## src/verilog/vdd_defs.svh

```systemverilog
/*
 * Constants of the video DAC input decoder: register offsets, field
 * positions, reset values and timing counts.
 * Assumes it is included by bare name by the top module, the checker and the bench.
 */
`ifndef VDD_DEFS_SVH
`define VDD_DEFS_SVH

`define VDD_OFF_CTRL       8'h00
`define VDD_OFF_STATUS     8'h04
`define VDD_OFF_LAST       8'h08
`define VDD_OFF_COUNT      8'h0C

`define VDD_CTRL_PT_BIT    0
`define VDD_CTRL_RESET     32'h0000_0000

`define VDD_ST_PT_BIT      0
`define VDD_ST_OUTV_BIT    1
`define VDD_ST_RDY_BIT     2

`define VDD_NIB_FULL       4'hF
`define VDD_NIB_ZERO       4'h0

`define VDD_CLK_MHZ        40
`define VDD_MAX_RATE_MWPS  400
`define VDD_WORD_CYCLES \
    (((`VDD_CLK_MHZ + `VDD_MAX_RATE_MWPS - 1) / `VDD_MAX_RATE_MWPS) < 1 ? 1 : \
     ((`VDD_CLK_MHZ + `VDD_MAX_RATE_MWPS - 1) / `VDD_MAX_RATE_MWPS))

`endif

```

## src/verilog/vdd_pkg.sv

```systemverilog
/*
 * Types of the video DAC input decoder.
 * Assumes nothing beyond the constants header.
 */
`default_nettype none
package vdd_pkg;

    typedef struct packed {
        logic       sync_en;
        logic       blank_en;
        logic       white_en;
        logic       bright_en;
        logic [3:0] coarse_code;
        logic [3:0] fine_code;
    } vdd_word_t;

    localparam int VDD_WORD_W = $bits(vdd_word_t);

endpackage : vdd_pkg
`default_nettype wire

```

## src/verilog/vdd_stream_if.sv

```systemverilog
/*
 * Valid/ready stream carrying resolved words between design modules.
 * Assumes one source and one sink on the same clock.
 */
`timescale 1ns/1ps
`default_nettype none
interface vdd_stream_if #(parameter int WIDTH = 12);
    logic [WIDTH-1:0] data;
    logic             valid;
    logic             ready;

    modport src (output data, output valid, input ready);
    modport snk (input data, input valid, output ready);
endinterface : vdd_stream_if
`default_nettype wire
```

## src/verilog/vdd_buffer.sv

```systemverilog
/*
 * Small FIFO buffer with valid/ready on both sides and a flush input.
 * Assumes one clock and an active-low asynchronous reset.
 */
`timescale 1ns/1ps
`default_nettype none
module vdd_buffer #(
    parameter int WIDTH = 12,
    parameter int DEPTH = 2
) (
    input  wire logic clk,
    input  wire logic rst_n,
    input  wire logic flush,
    vdd_stream_if.snk in_s,
    vdd_stream_if.src out_s
);
    localparam int PW = (DEPTH > 1) ? $clog2(DEPTH) : 1;
    localparam int CW = $clog2(DEPTH + 1);

    logic [WIDTH-1:0] mem_r [DEPTH];
    logic [PW-1:0]    wr_ptr_r;
    logic [PW-1:0]    rd_ptr_r;
    logic [CW-1:0]    count_r;
    logic [CW-1:0]    count_nxt;
    logic             ready_r;
    wire              push;
    wire              pop;

    assign push        = in_s.valid & ready_r & ~flush;
    assign pop         = out_s.valid & out_s.ready & ~flush;
    assign out_s.valid = (count_r != '0);
    assign out_s.data  = mem_r[rd_ptr_r];
    assign in_s.ready  = ready_r;
    assign count_nxt   = flush ? '0 :
                         CW'(count_r + CW'(push) - CW'(pop));

    function automatic logic [PW-1:0] wrap_inc(input logic [PW-1:0] p);
        wrap_inc = (p == PW'(DEPTH - 1)) ? '0 : PW'(p + PW'(1));
    endfunction : wrap_inc

    always_ff @(posedge clk or negedge rst_n)
    begin
        if (!rst_n)
        begin
            wr_ptr_r <= '0;
            rd_ptr_r <= '0;
            count_r  <= '0;
            ready_r  <= 1'b1;
        end
        else
        begin
            wr_ptr_r <= flush ? '0 : (push ? wrap_inc(wr_ptr_r) : wr_ptr_r);
            rd_ptr_r <= flush ? '0 : (pop ? wrap_inc(rd_ptr_r) : rd_ptr_r);
            count_r  <= count_nxt;
            ready_r  <= (count_nxt != CW'(DEPTH));
        end
    end

    always_ff @(posedge clk)
    begin
        if (push)
            mem_r[wr_ptr_r] <= in_s.data;
    end
endmodule : vdd_buffer
`default_nettype wire

```

## src/verilog/vdd_decoder.sv

```systemverilog
/*
 * Digital front end of the 8-bit video DAC: control priority, segment
 * decode, registered or pass-through path, and an AHB-Lite register slave.
 * Assumes the pixel source and the bus master run on hclk; the
 * convert clock is hclk itself.
 */
`timescale 1ns/1ps
`default_nettype none
`include "vdd_defs.svh"
module vdd_decoder (
    input  wire logic        hclk,
    input  wire logic        hresetn,
    input  wire logic        hsel,
    input  wire logic [31:0] haddr,
    input  wire logic [1:0]  htrans,
    input  wire logic        hwrite,
    input  wire logic [2:0]  hsize,
    input  wire logic [31:0] hwdata,
    input  wire logic        hready,
    output logic             hreadyout,
    output logic             hresp,
    output logic [31:0]      hrdata,
    input  wire logic        pix_valid,
    output logic             pix_ready,
    input  wire logic [7:0]  pixel_code,
    input  wire logic        sync,
    input  wire logic        blank,
    input  wire logic        white_force,
    input  wire logic        brighten,
    output logic             dac_valid,
    input  wire logic        dac_ready,
    output logic [14:0]      coarse_therm,
    output logic [3:0]       fine_bits,
    output logic             sync_en,
    output logic             blank_en,
    output logic             white_en,
    output logic             bright_en
);
    import vdd_pkg::*;

    localparam int BUF_DEPTH = 2;

    // Register state
    logic              passthrough_select_r;
    logic [31:0]       count_r;
    logic [31:0]       count_nxt;
    vdd_word_t         last_r;
    logic              hreadyout_r;
    logic [31:0]       hrdata_r;
    logic              wr_pend_r;
    logic [7:0]        wr_addr_r;

    // Output stage state
    vdd_word_t         out_word_r;
    logic              out_v_r;
    logic [14:0]       coarse_r;

    // Bus decode
    wire               addr_phase;
    wire               wr_phase;
    wire               rd_phase;
    wire  [7:0]        addr_lo;
    logic [31:0]       rd_mux;

    // Datapath
    vdd_word_t         in_word;
    wire               pt_mode;
    wire               buf_pop;
    wire               out_load;
    wire  [3:0]        out_coarse_nxt;
    wire               delivered;

    vdd_stream_if #(.WIDTH(VDD_WORD_W)) in_st ();
    vdd_stream_if #(.WIDTH(VDD_WORD_W)) out_st ();

    // Address match, used by both read and write decode
    function automatic logic reg_hit(input logic [7:0] a,
                                     input logic [7:0] off);
        reg_hit = (a == off);
    endfunction : reg_hit

    // Control priority: sync, then blank, then white force
    function automatic vdd_word_t resolve(input logic [7:0] code,
                                          input logic       s,
                                          input logic       b,
                                          input logic       w,
                                          input logic       br);
        vdd_word_t r;
        r             = '0;
        r.sync_en     = s;
        r.blank_en    = ~s & b;
        r.white_en    = ~s & ~b & w;
        r.bright_en   = ~s & ~b & br;
        if (s | b)
        begin
            r.coarse_code = `VDD_NIB_ZERO;
            r.fine_code   = `VDD_NIB_ZERO;
        end
        else if (w)
        begin
            r.coarse_code = `VDD_NIB_FULL;
            r.fine_code   = `VDD_NIB_FULL;
        end
        else
        begin
            r.coarse_code = code[7:4];
            r.fine_code   = code[3:0];
        end
        resolve = r;
    endfunction : resolve

    // AHB-Lite address phase and register decode
    assign addr_phase = hsel & htrans[1] & hready;
    assign wr_phase   = addr_phase & hwrite;
    assign rd_phase   = addr_phase & ~hwrite;
    assign addr_lo    = {haddr[7:2], 2'b00};

    always_comb
    begin
        rd_mux = 32'h0000_0000;
        if (reg_hit(addr_lo, `VDD_OFF_CTRL))
            rd_mux[`VDD_CTRL_PT_BIT] = passthrough_select_r;
        else if (reg_hit(addr_lo, `VDD_OFF_STATUS))
        begin
            rd_mux[`VDD_ST_PT_BIT]   = passthrough_select_r;
            rd_mux[`VDD_ST_OUTV_BIT] = out_v_r;
            rd_mux[`VDD_ST_RDY_BIT]  = pix_ready;
        end
        else if (reg_hit(addr_lo, `VDD_OFF_LAST))
            rd_mux[VDD_WORD_W-1:0] = last_r;
        else if (reg_hit(addr_lo, `VDD_OFF_COUNT))
            rd_mux = count_r;
        else
            rd_mux = 32'h0000_0000;
    end

    always_ff @(posedge hclk or negedge hresetn)
    begin
        if (!hresetn)
        begin
            wr_pend_r   <= 1'b0;
            wr_addr_r   <= 8'h00;
            hrdata_r    <= 32'h0000_0000;
            hreadyout_r <= 1'b1;
        end
        else
        begin
            wr_pend_r   <= wr_phase;
            wr_addr_r   <= addr_lo;
            hrdata_r    <= rd_phase ? rd_mux : hrdata_r;
            hreadyout_r <= 1'b1;
        end
    end

    // Pass-through select; low after reset selects registered mode
    always_ff @(posedge hclk or negedge hresetn)
    begin
        if (!hresetn)
            passthrough_select_r <= 1'(`VDD_CTRL_RESET);
        else if (wr_pend_r && reg_hit(wr_addr_r, `VDD_OFF_CTRL))
            passthrough_select_r <= hwdata[`VDD_CTRL_PT_BIT];
    end

    // Delivered-word counter; a write clears it, a delivery in the same cycle still counts (leaves 1)
    assign count_nxt = (wr_pend_r && reg_hit(wr_addr_r, `VDD_OFF_COUNT))
                       ? 32'h0000_0000 : count_r;

    always_ff @(posedge hclk or negedge hresetn)
    begin
        if (!hresetn)
            count_r <= 32'h0000_0000;
        else
            count_r <= delivered ? count_nxt + 32'h0000_0001 : count_nxt;
    end

    // Pixel word resolved before any register stage
    assign pt_mode = passthrough_select_r;
    assign in_word = resolve(pixel_code, sync, blank,
                             white_force, brighten);

    assign in_st.data  = in_word;
    assign in_st.valid = pix_valid & ~pt_mode;

    vdd_buffer #(
        .WIDTH (VDD_WORD_W),
        .DEPTH (BUF_DEPTH)
    ) u_buffer (
        .clk   (hclk),
        .rst_n (hresetn),
        .flush (pt_mode),
        .in_s  (in_st),
        .out_s (out_st)
    );

    // Output register: in registered mode loads when empty or when the receiver takes it; in pass-through, every cycle
    assign out_load     = ~out_v_r | dac_ready;
    assign out_st.ready = out_load & ~pt_mode;
    assign buf_pop      = out_st.valid & out_st.ready;
    assign delivered    = out_v_r & dac_ready;

    assign out_coarse_nxt = pt_mode ? in_word.coarse_code
                                    : out_st.data[7:4];

    // Thermometer: switch i is on when the coarse nibble exceeds i
    genvar gi;
    generate
        for (gi = 0; gi < 15; gi++)
        begin : g_therm
            wire therm_on;
            assign therm_on = (out_coarse_nxt > 4'(gi));

            always_ff @(posedge hclk or negedge hresetn)
            begin
                if (!hresetn)
                    coarse_r[gi] <= 1'b0;
                else if (pt_mode || (out_load && buf_pop))
                    coarse_r[gi] <= therm_on;
                else if (out_load)
                    coarse_r[gi] <= 1'b0;
            end
        end
    endgenerate

    // Registered mode takes the buffer head; pass-through takes the input
    always_ff @(posedge hclk or negedge hresetn)
    begin
        if (!hresetn)
        begin
            out_word_r <= '0;
            out_v_r    <= 1'b0;
        end
        else if (pt_mode)
        begin
            out_word_r <= in_word;
            out_v_r    <= pix_valid;
        end
        else if (out_load)
        begin
            out_word_r <= buf_pop ? vdd_word_t'(out_st.data) : '0;
            out_v_r    <= buf_pop;
        end
    end

    // Last delivered word, visible to software
    always_ff @(posedge hclk or negedge hresetn)
    begin
        if (!hresetn)
            last_r <= '0;
        else if (delivered)
            last_r <= out_word_r;
    end

    // Outputs straight from flops except hresp, tied low; one enable per control current
    assign hreadyout    = hreadyout_r;
    assign hresp        = 1'b0;
    assign hrdata       = hrdata_r;
    assign pix_ready    = in_st.ready;
    assign dac_valid    = out_v_r;
    assign coarse_therm = coarse_r;
    assign fine_bits    = out_word_r.fine_code;
    assign sync_en      = out_word_r.sync_en;
    assign blank_en     = out_word_r.blank_en;
    assign white_en     = out_word_r.white_en;
    assign bright_en    = out_word_r.bright_en;
endmodule : vdd_decoder
`default_nettype wire

```

## config.mk

```make
export PLATFORM = sky130hd
export DESIGN_NAME = vdd_decoder
export DESIGN_NICKNAME = d
export VERILOG_FILES = /design/src/verilog/vdd_pkg.sv /design/src/verilog/vdd_stream_if.sv /design/src/verilog/vdd_buffer.sv /design/src/verilog/vdd_decoder.sv
export VERILOG_INCLUDE_DIRS = /design/src /design/src/verilog
export SDC_FILE = /design/constraint.sdc
export NUM_CORES = 1
export LEC_CHECK = 0
export BUFFER_PORTS_ARGS = -buffer_cell sky130_fd_sc_hd__clkbuf_2
export CORE_MARGIN = 1
export CORE_UTILIZATION = 58
export DETAILED_ROUTE_END_ITERATION = 8
export GPL_ROUTABILITY_DRIVEN = 0
export GPL_TIMING_DRIVEN = 0
export PLACE_DENSITY_LB_ADDON = 0.3
export SYNTH_ARGS = -nofsm -noshare
export SYNTH_HDL_FRONTEND = slang
export SYNTH_SLANG_ARGS = --single-unit
```

## constraint.sdc

```tcl
create_clock -name hclk -period 6.5 [get_ports hclk]
set_input_delay 1.3 -clock hclk [delete_from_list [all_inputs] [get_ports hclk]]
set_output_delay 1.3 -clock hclk [all_outputs]
set_load 0.01 [all_outputs]
```

* Word level (Yosys, flattened, before mapping) *
Memory sizes are Yosys's and may differ from the RTL's.
Cells that the tools add are included.
W data, S select, Z words.

cells by class
  mux-type cells = 42
  eq/ne operators = 5
  $lt $le $gt $ge = 15
  bitwise operators = 22
  reductions and logical operators = 11
  add/subtract/negate cells = 5

operators by type and width
  kind                     number
  $mux W32                 3
  $mux W12                 4
  $add A32 B1 Y32 const B  1
  $mux W31                 1
  $mux W29                 1
  $gt A4 B4 Y1 const B     7
  $mux W1                  27
  $mux W20                 1
  $eq A6 B2 Y1 const B     3
  $gt A4 B3 Y1 const B     4
  $logic_not A8 Y1         2
  $mux W8                  2
  $and A1 B1 Y1            15
  $reduce_bool A2 Y1       5
  $gt A4 B1 Y1 const B     2
  $gt A4 B2 Y1 const B     2
  $eq A6 B1 Y1 const B     1
  $not A1 Y1               5
  $mux W4                  1
  $logic_and A1 B1 Y1      3
  $mux W3                  1
  $add A1 B1 Y1 const B    2
  $add A2 B1 Y2            1
  $mux W2                  1
  4 further kinds          5

word-level totals
  memories kept = 1
  output and inout port bits = 59
  register bits = 117
  logic and storage cells = 138
  bits of input ports = 88
  RAM bits = 24

memory list
  memory          depth  width  read ports  clocked after Yosys merged registers in  write ports  RTL line          text
  u_buffer.mem_r  2      12     1           0                                        1            vdd_buffer.sv:20  logic [WIDTH-1:0] mem_r [DEPTH];

* Depth between registers and ports, before layout *
  word-level depth = 8
  mapped depth = 10
  gate-level depth less buffers = 9

* Hierarchy *
Synthesis repeated with hierarchy kept, for this count alone.

unflattened totals
  cell total of the unflattened synthesis = 534
  area total of the unflattened synthesis = 6155.9 um^2

modules (own cells, without submodules)
  module       area each (um^2)  seq. area each (um^2)  instances  cells an instance
  vdd_decoder  5023.6            2802.7                 1          472
  vdd_buffer   1132.3            847.1                  1          62

* Worst setup path after synthesis *
No wires, ideal clock.

  path type = input-to-reg
  from = input dac_ready
  to = register u_buffer.ready_r (netlist: u_buffer.in_s.ready)
  stages = 9
  setup slack = 3655 ps
  library setup time = 88 ps
  arrival time = 2757 ps
  cell sequence = nor2b_1 or3_4 inv_1 ha_1 inv_1 ha_1 xor2_1 xnor2_1 or3_1

on the way
  word-level cells in the longest chain between the ends = 7

RTL lines
  item                         RTL line            text
  from (decl)                  vdd_decoder.sv:31   input wire logic dac_ready,
  $or A1 B1 Y1                 vdd_decoder.sv:196  assign out_load = ~out_v_r | dac_ready;
  $and A1 B1 Y1                vdd_decoder.sv:197  assign out_st.ready = out_load & ~pt_mode;
  $and A1 B1 Y1 (2 in series)  vdd_buffer.sv:30    assign pop = out_s.valid & out_s.ready & ~flush;
  $sub A2 B1 Y2                vdd_buffer.sv:35    CW'(count_r + CW'(push) - CW'(pop));
  $mux W2                      vdd_buffer.sv:34    assign count_nxt = flush ? '0 :
  $ne A2 B2 Y1                 vdd_buffer.sv:55    ready_r <= (count_nxt != CW'(DEPTH));
  to (signal assigned)         vdd_buffer.sv:55
  to (decl)                    vdd_buffer.sv:25    logic ready_r;

No other way between the ends.
A chain may end at the register's enable or synchronous reset.

* Worst setup path in the final report *
Ends and elaborated chain as after synthesis.

==> results_dict.tcl <==
set metrics [dict create \
    crit_required_ns 6.95 \
    seqPwrFrac 0.463 \
    root_buffer "clkbuf_8" \
    most-common-layout-cells "dfrtp_1 (116), clkbuf_2 (82), nand2_1 (40), nor2_1 (40), o21ai_0 (35)" \
    utilization 0.710 \
    coreArea_um2 10300 \
    pwr-share-clk 0.372 \
    worstPathArrival_ns 3.13 \
    startpoint "dac_ready" \
    cts_hold_repair.buffers 0 \
    p_total_w 0.00240 \
    synthXorXnorAreaFrac 0.0399 \
    grt_pass1_vias 4525 \
    antenna_found_initial 0 \
    p_per_area_nw_per_um2 329 \
    path_clk_slew_ns 0.06 \
    cp_top_family "simple AND/OR/NAND/NOR gates" \
    cts_resized 0 \
    power.leakage_nw 3.48 \
    wl_per_cell_um 17.0 \
    drtIter0Drc 188 \
    criticalPathCategory "in2reg" \
    fin_crit_sh 0.413 \
    diodes 0 \
    dieArea_um2 11000 \
    syn_area_um2 6140 \
    muxShareOfSynthArea 0.0674 \
    worstMarginPinSlew_ns 0.912 \
    syn_inst 513 \
    critPathMaxFanout 5 \
    drv_slew 0 \
    slowest_stage "or3_4" \
    layout.nets 707 \
    synth-compound-area-share 0.115 \
    internal-power_w 0.00174 \
    worst-path-buf-inv 3 \
    die_w_um 105 \
    skew_ns 0.00934 \
    setup_ws_ns 3.82 \
    setup_tns_ns 0 \
    io_buffer_count 83 \
    drive_gt1_frac 0.266 \
    r2r_slack_ns 4.06 \
    drtAntennaViolNets 0 \
    crit_cells 10 \
    clkSinkCount 141 \
    r2r_start "wr_addr_r[5]" \
    routed_wirelength_um 13000 \
    combPwrFrac 0.165 \
    setup_viol 0 \
    setup.worst_path.end "u_buffer.in_s.ready" \
    synth-simple-area-share 0.141 \
    max_stage_delay_ns 0.40 \
    max_cap_violations 0 \
    ys_warn_count 0 \
    grt_setup_unrepaired "no" \
    num_vias 4375 \
    synthFlopType "dfrtp_1" \
    ys_types 55 \
    reg2reg_to "count_r[18]" \
    synth_top_family_by_area "simple AND/OR/NAND/NOR gates" \
    synth_top_area_frac 0.472 \
    cp_cell_sequence "clkbuf_2 > nor2b_1 > or3_4 > inv_1 > ha_1 > inv_1 > ha_1 > xor2_1 > xnor2_1 > or3_1" \
    whs_ns 0.467 \
    swShare 0.276 \
    crit_path_start_kind "input port" \
    htree_num_levels 4 \
    cts_tree "yes" \
    status "finished clean" \
    grt.total_usage 0.262 \
    worstHoldPathType "reg2reg" \
    rows 37 \
    vias_per_cell 5.72 \
    areaGrowthSynthToFinish_pct 18.8 \
    start_util 0.598 \
    synth_edf_count 24 \
    synthTopCellsByArea "dfrtp_1 (47%), edfxtp_1 (12%), mux2i_1 (3.7%)" \
    ioPinCount 147 \
    post-synth-top-area-cell "dfrtp_1" \
    clk_latency_ns 0.53 \
    ys_seq_area_frac 0.594 \
    die_h_um 105 \
    synthAdderAreaFrac 0.00611 \
    drcViolationCount 0 \
    ir_drop_mv 0.218 \
    rr_worst_depth 10 \
    ys_ff_latch 141 \
    cts_buffers 17 \
    end_kind "register" \
    place_hpwl_um 9170 \
    p_sw_w 0.000663 \
    period_minus_slack_ns 2.68 \
    clock_path_buffers 2 \
    finalHoldViolations 0 \
    synth_area_per_cell_um2 12.0 \
    grt_start_max_net_pins 118 \
    synthesis.nets 604 \
    relSlewSlack 0.392 \
    grt.overflow.total 0 \
    postCtsSetupRepairBufs 0 \
    preCtsSetupSlack_ns 3.30 \
    grt_pass1_wl_um 22100 \
    max_freq_mhz 373 \
    first_pass_iters 5 \
    synthArstFlopShare 0.830 \
    layout_commonest_cell "dfrtp_1" \
]
## power groups by stage
| stage | combinational [W] | sequential [W] | clock (W) |
|---|---|---|---|
| final | 0.000397 | 0.00111 | 0.000894 |
| after CTS | 0.000401 | 0.00111 | 0.000908 |
| after global routing | 0.000441 | 0.00113 | 0.000946 |
| after detailed placement | 0.000397 | 0.00113 | 0 |
| after floorplan | 0.000251 | 0.00111 | 0 |
| after global placement | 0.000372 | 0.00112 | 0 |
## cell families (layout without fill, tap and decap cells)
| kind of cell | count (synthesis) | count (layout) |
|---|---|---|
| muxes | 39 | 39 |
| AOI/OAI and AO/OA | 104 | 104 |
| xor gates and xnor gates | 28 | 28 |
| DFF | 141 | 141 |
| and+or+nand+nor | 153 | 153 |
| other | 2 | 2 |
| adders and majority gates | 3 | 3 |
| buffers and inverters | 43 | 159 |
## cells in the mapped netlist, types with 3 or more instances
library cell,number
nor3_1,10
a22o_1,25
a211o_1,3
nand3_1,12
nor2_1,40
or3_1,6
and4_1,7
nand4_1,4
buf_2,11
o21a_1,8
a21oi_1,12
edfxtp_1,24
and2_1,6
xnor2_1,21
a21o_1,4
nor2b_1,8
nand2_1,40
a22oi_1,8
buf_1,4
ha_1,3
mux2_2,15
o21ai_0,35
buf_4,6
clkbuf_1,7
mux2i_1,23
dfrtp_1,116
inv_1,12
xor2_1,7
## final cells by class
cell class | count | area (µm²)
sequential | 141 | 3650
fill | 723 | 2980
multi-input combinational | 329 | 2280
timing repair buffer | 84 | 435
clock buffer | 18 | 418
buffer | 31 | 171
tap | 136 | 170
clock inverter | 14 | 128
inverter | 12 | 45.0
## worst min-delay path, delay by kind of cell (launching register included)
family | cells | cell delay, ns
simple gates | 2 | 0.10
flops | 1 | 0.34
## flip-flops by register name (all words and copies together) (netlist names), 2 cells and up
register	count
count_r	32
hrdata	32
fine_bits	4
u_buffer.count_r	2
u_buffer.mem_r	24
wr_addr_r	6
last_r	12
out_word_r	4
coarse_therm	15
## stage by stage
stage | instances | area, µm²
detailed placement | 733 | 6760
global placement | 732 | 6730
floorplan | 513 | 6140
global route | 765 | 7300
CTS | 765 | 7300
finish | 765 | 7300
## how the worst min path moves through the flow
stage,to,from,cells past startpoint
2_1_floorplan,out_word_r[7],out_word_r[7],2
3_3_place_gp,coarse_therm[5],coarse_therm[5],2
3_5_place_dp,coarse_therm[5],coarse_therm[5],2
4_1_cts,coarse_therm[5],coarse_therm[5],2
5_1_grt,coarse_therm[11],coarse_therm[11],1
6_report,coarse_therm[5],coarse_therm[5],2
## layer usage
layer / wire [µm] / vias to the layer above / global-route usage
met5: 0 / - / 0
met4: 135 / 0 / 0.0855
met3: 599 / 16 / 0.0618
met2: 6950 / 131 / 0.455
met1: 5320 / 2196 / 0.322
li1: - / 2032 / -
(Power assumes the default switching activity.)
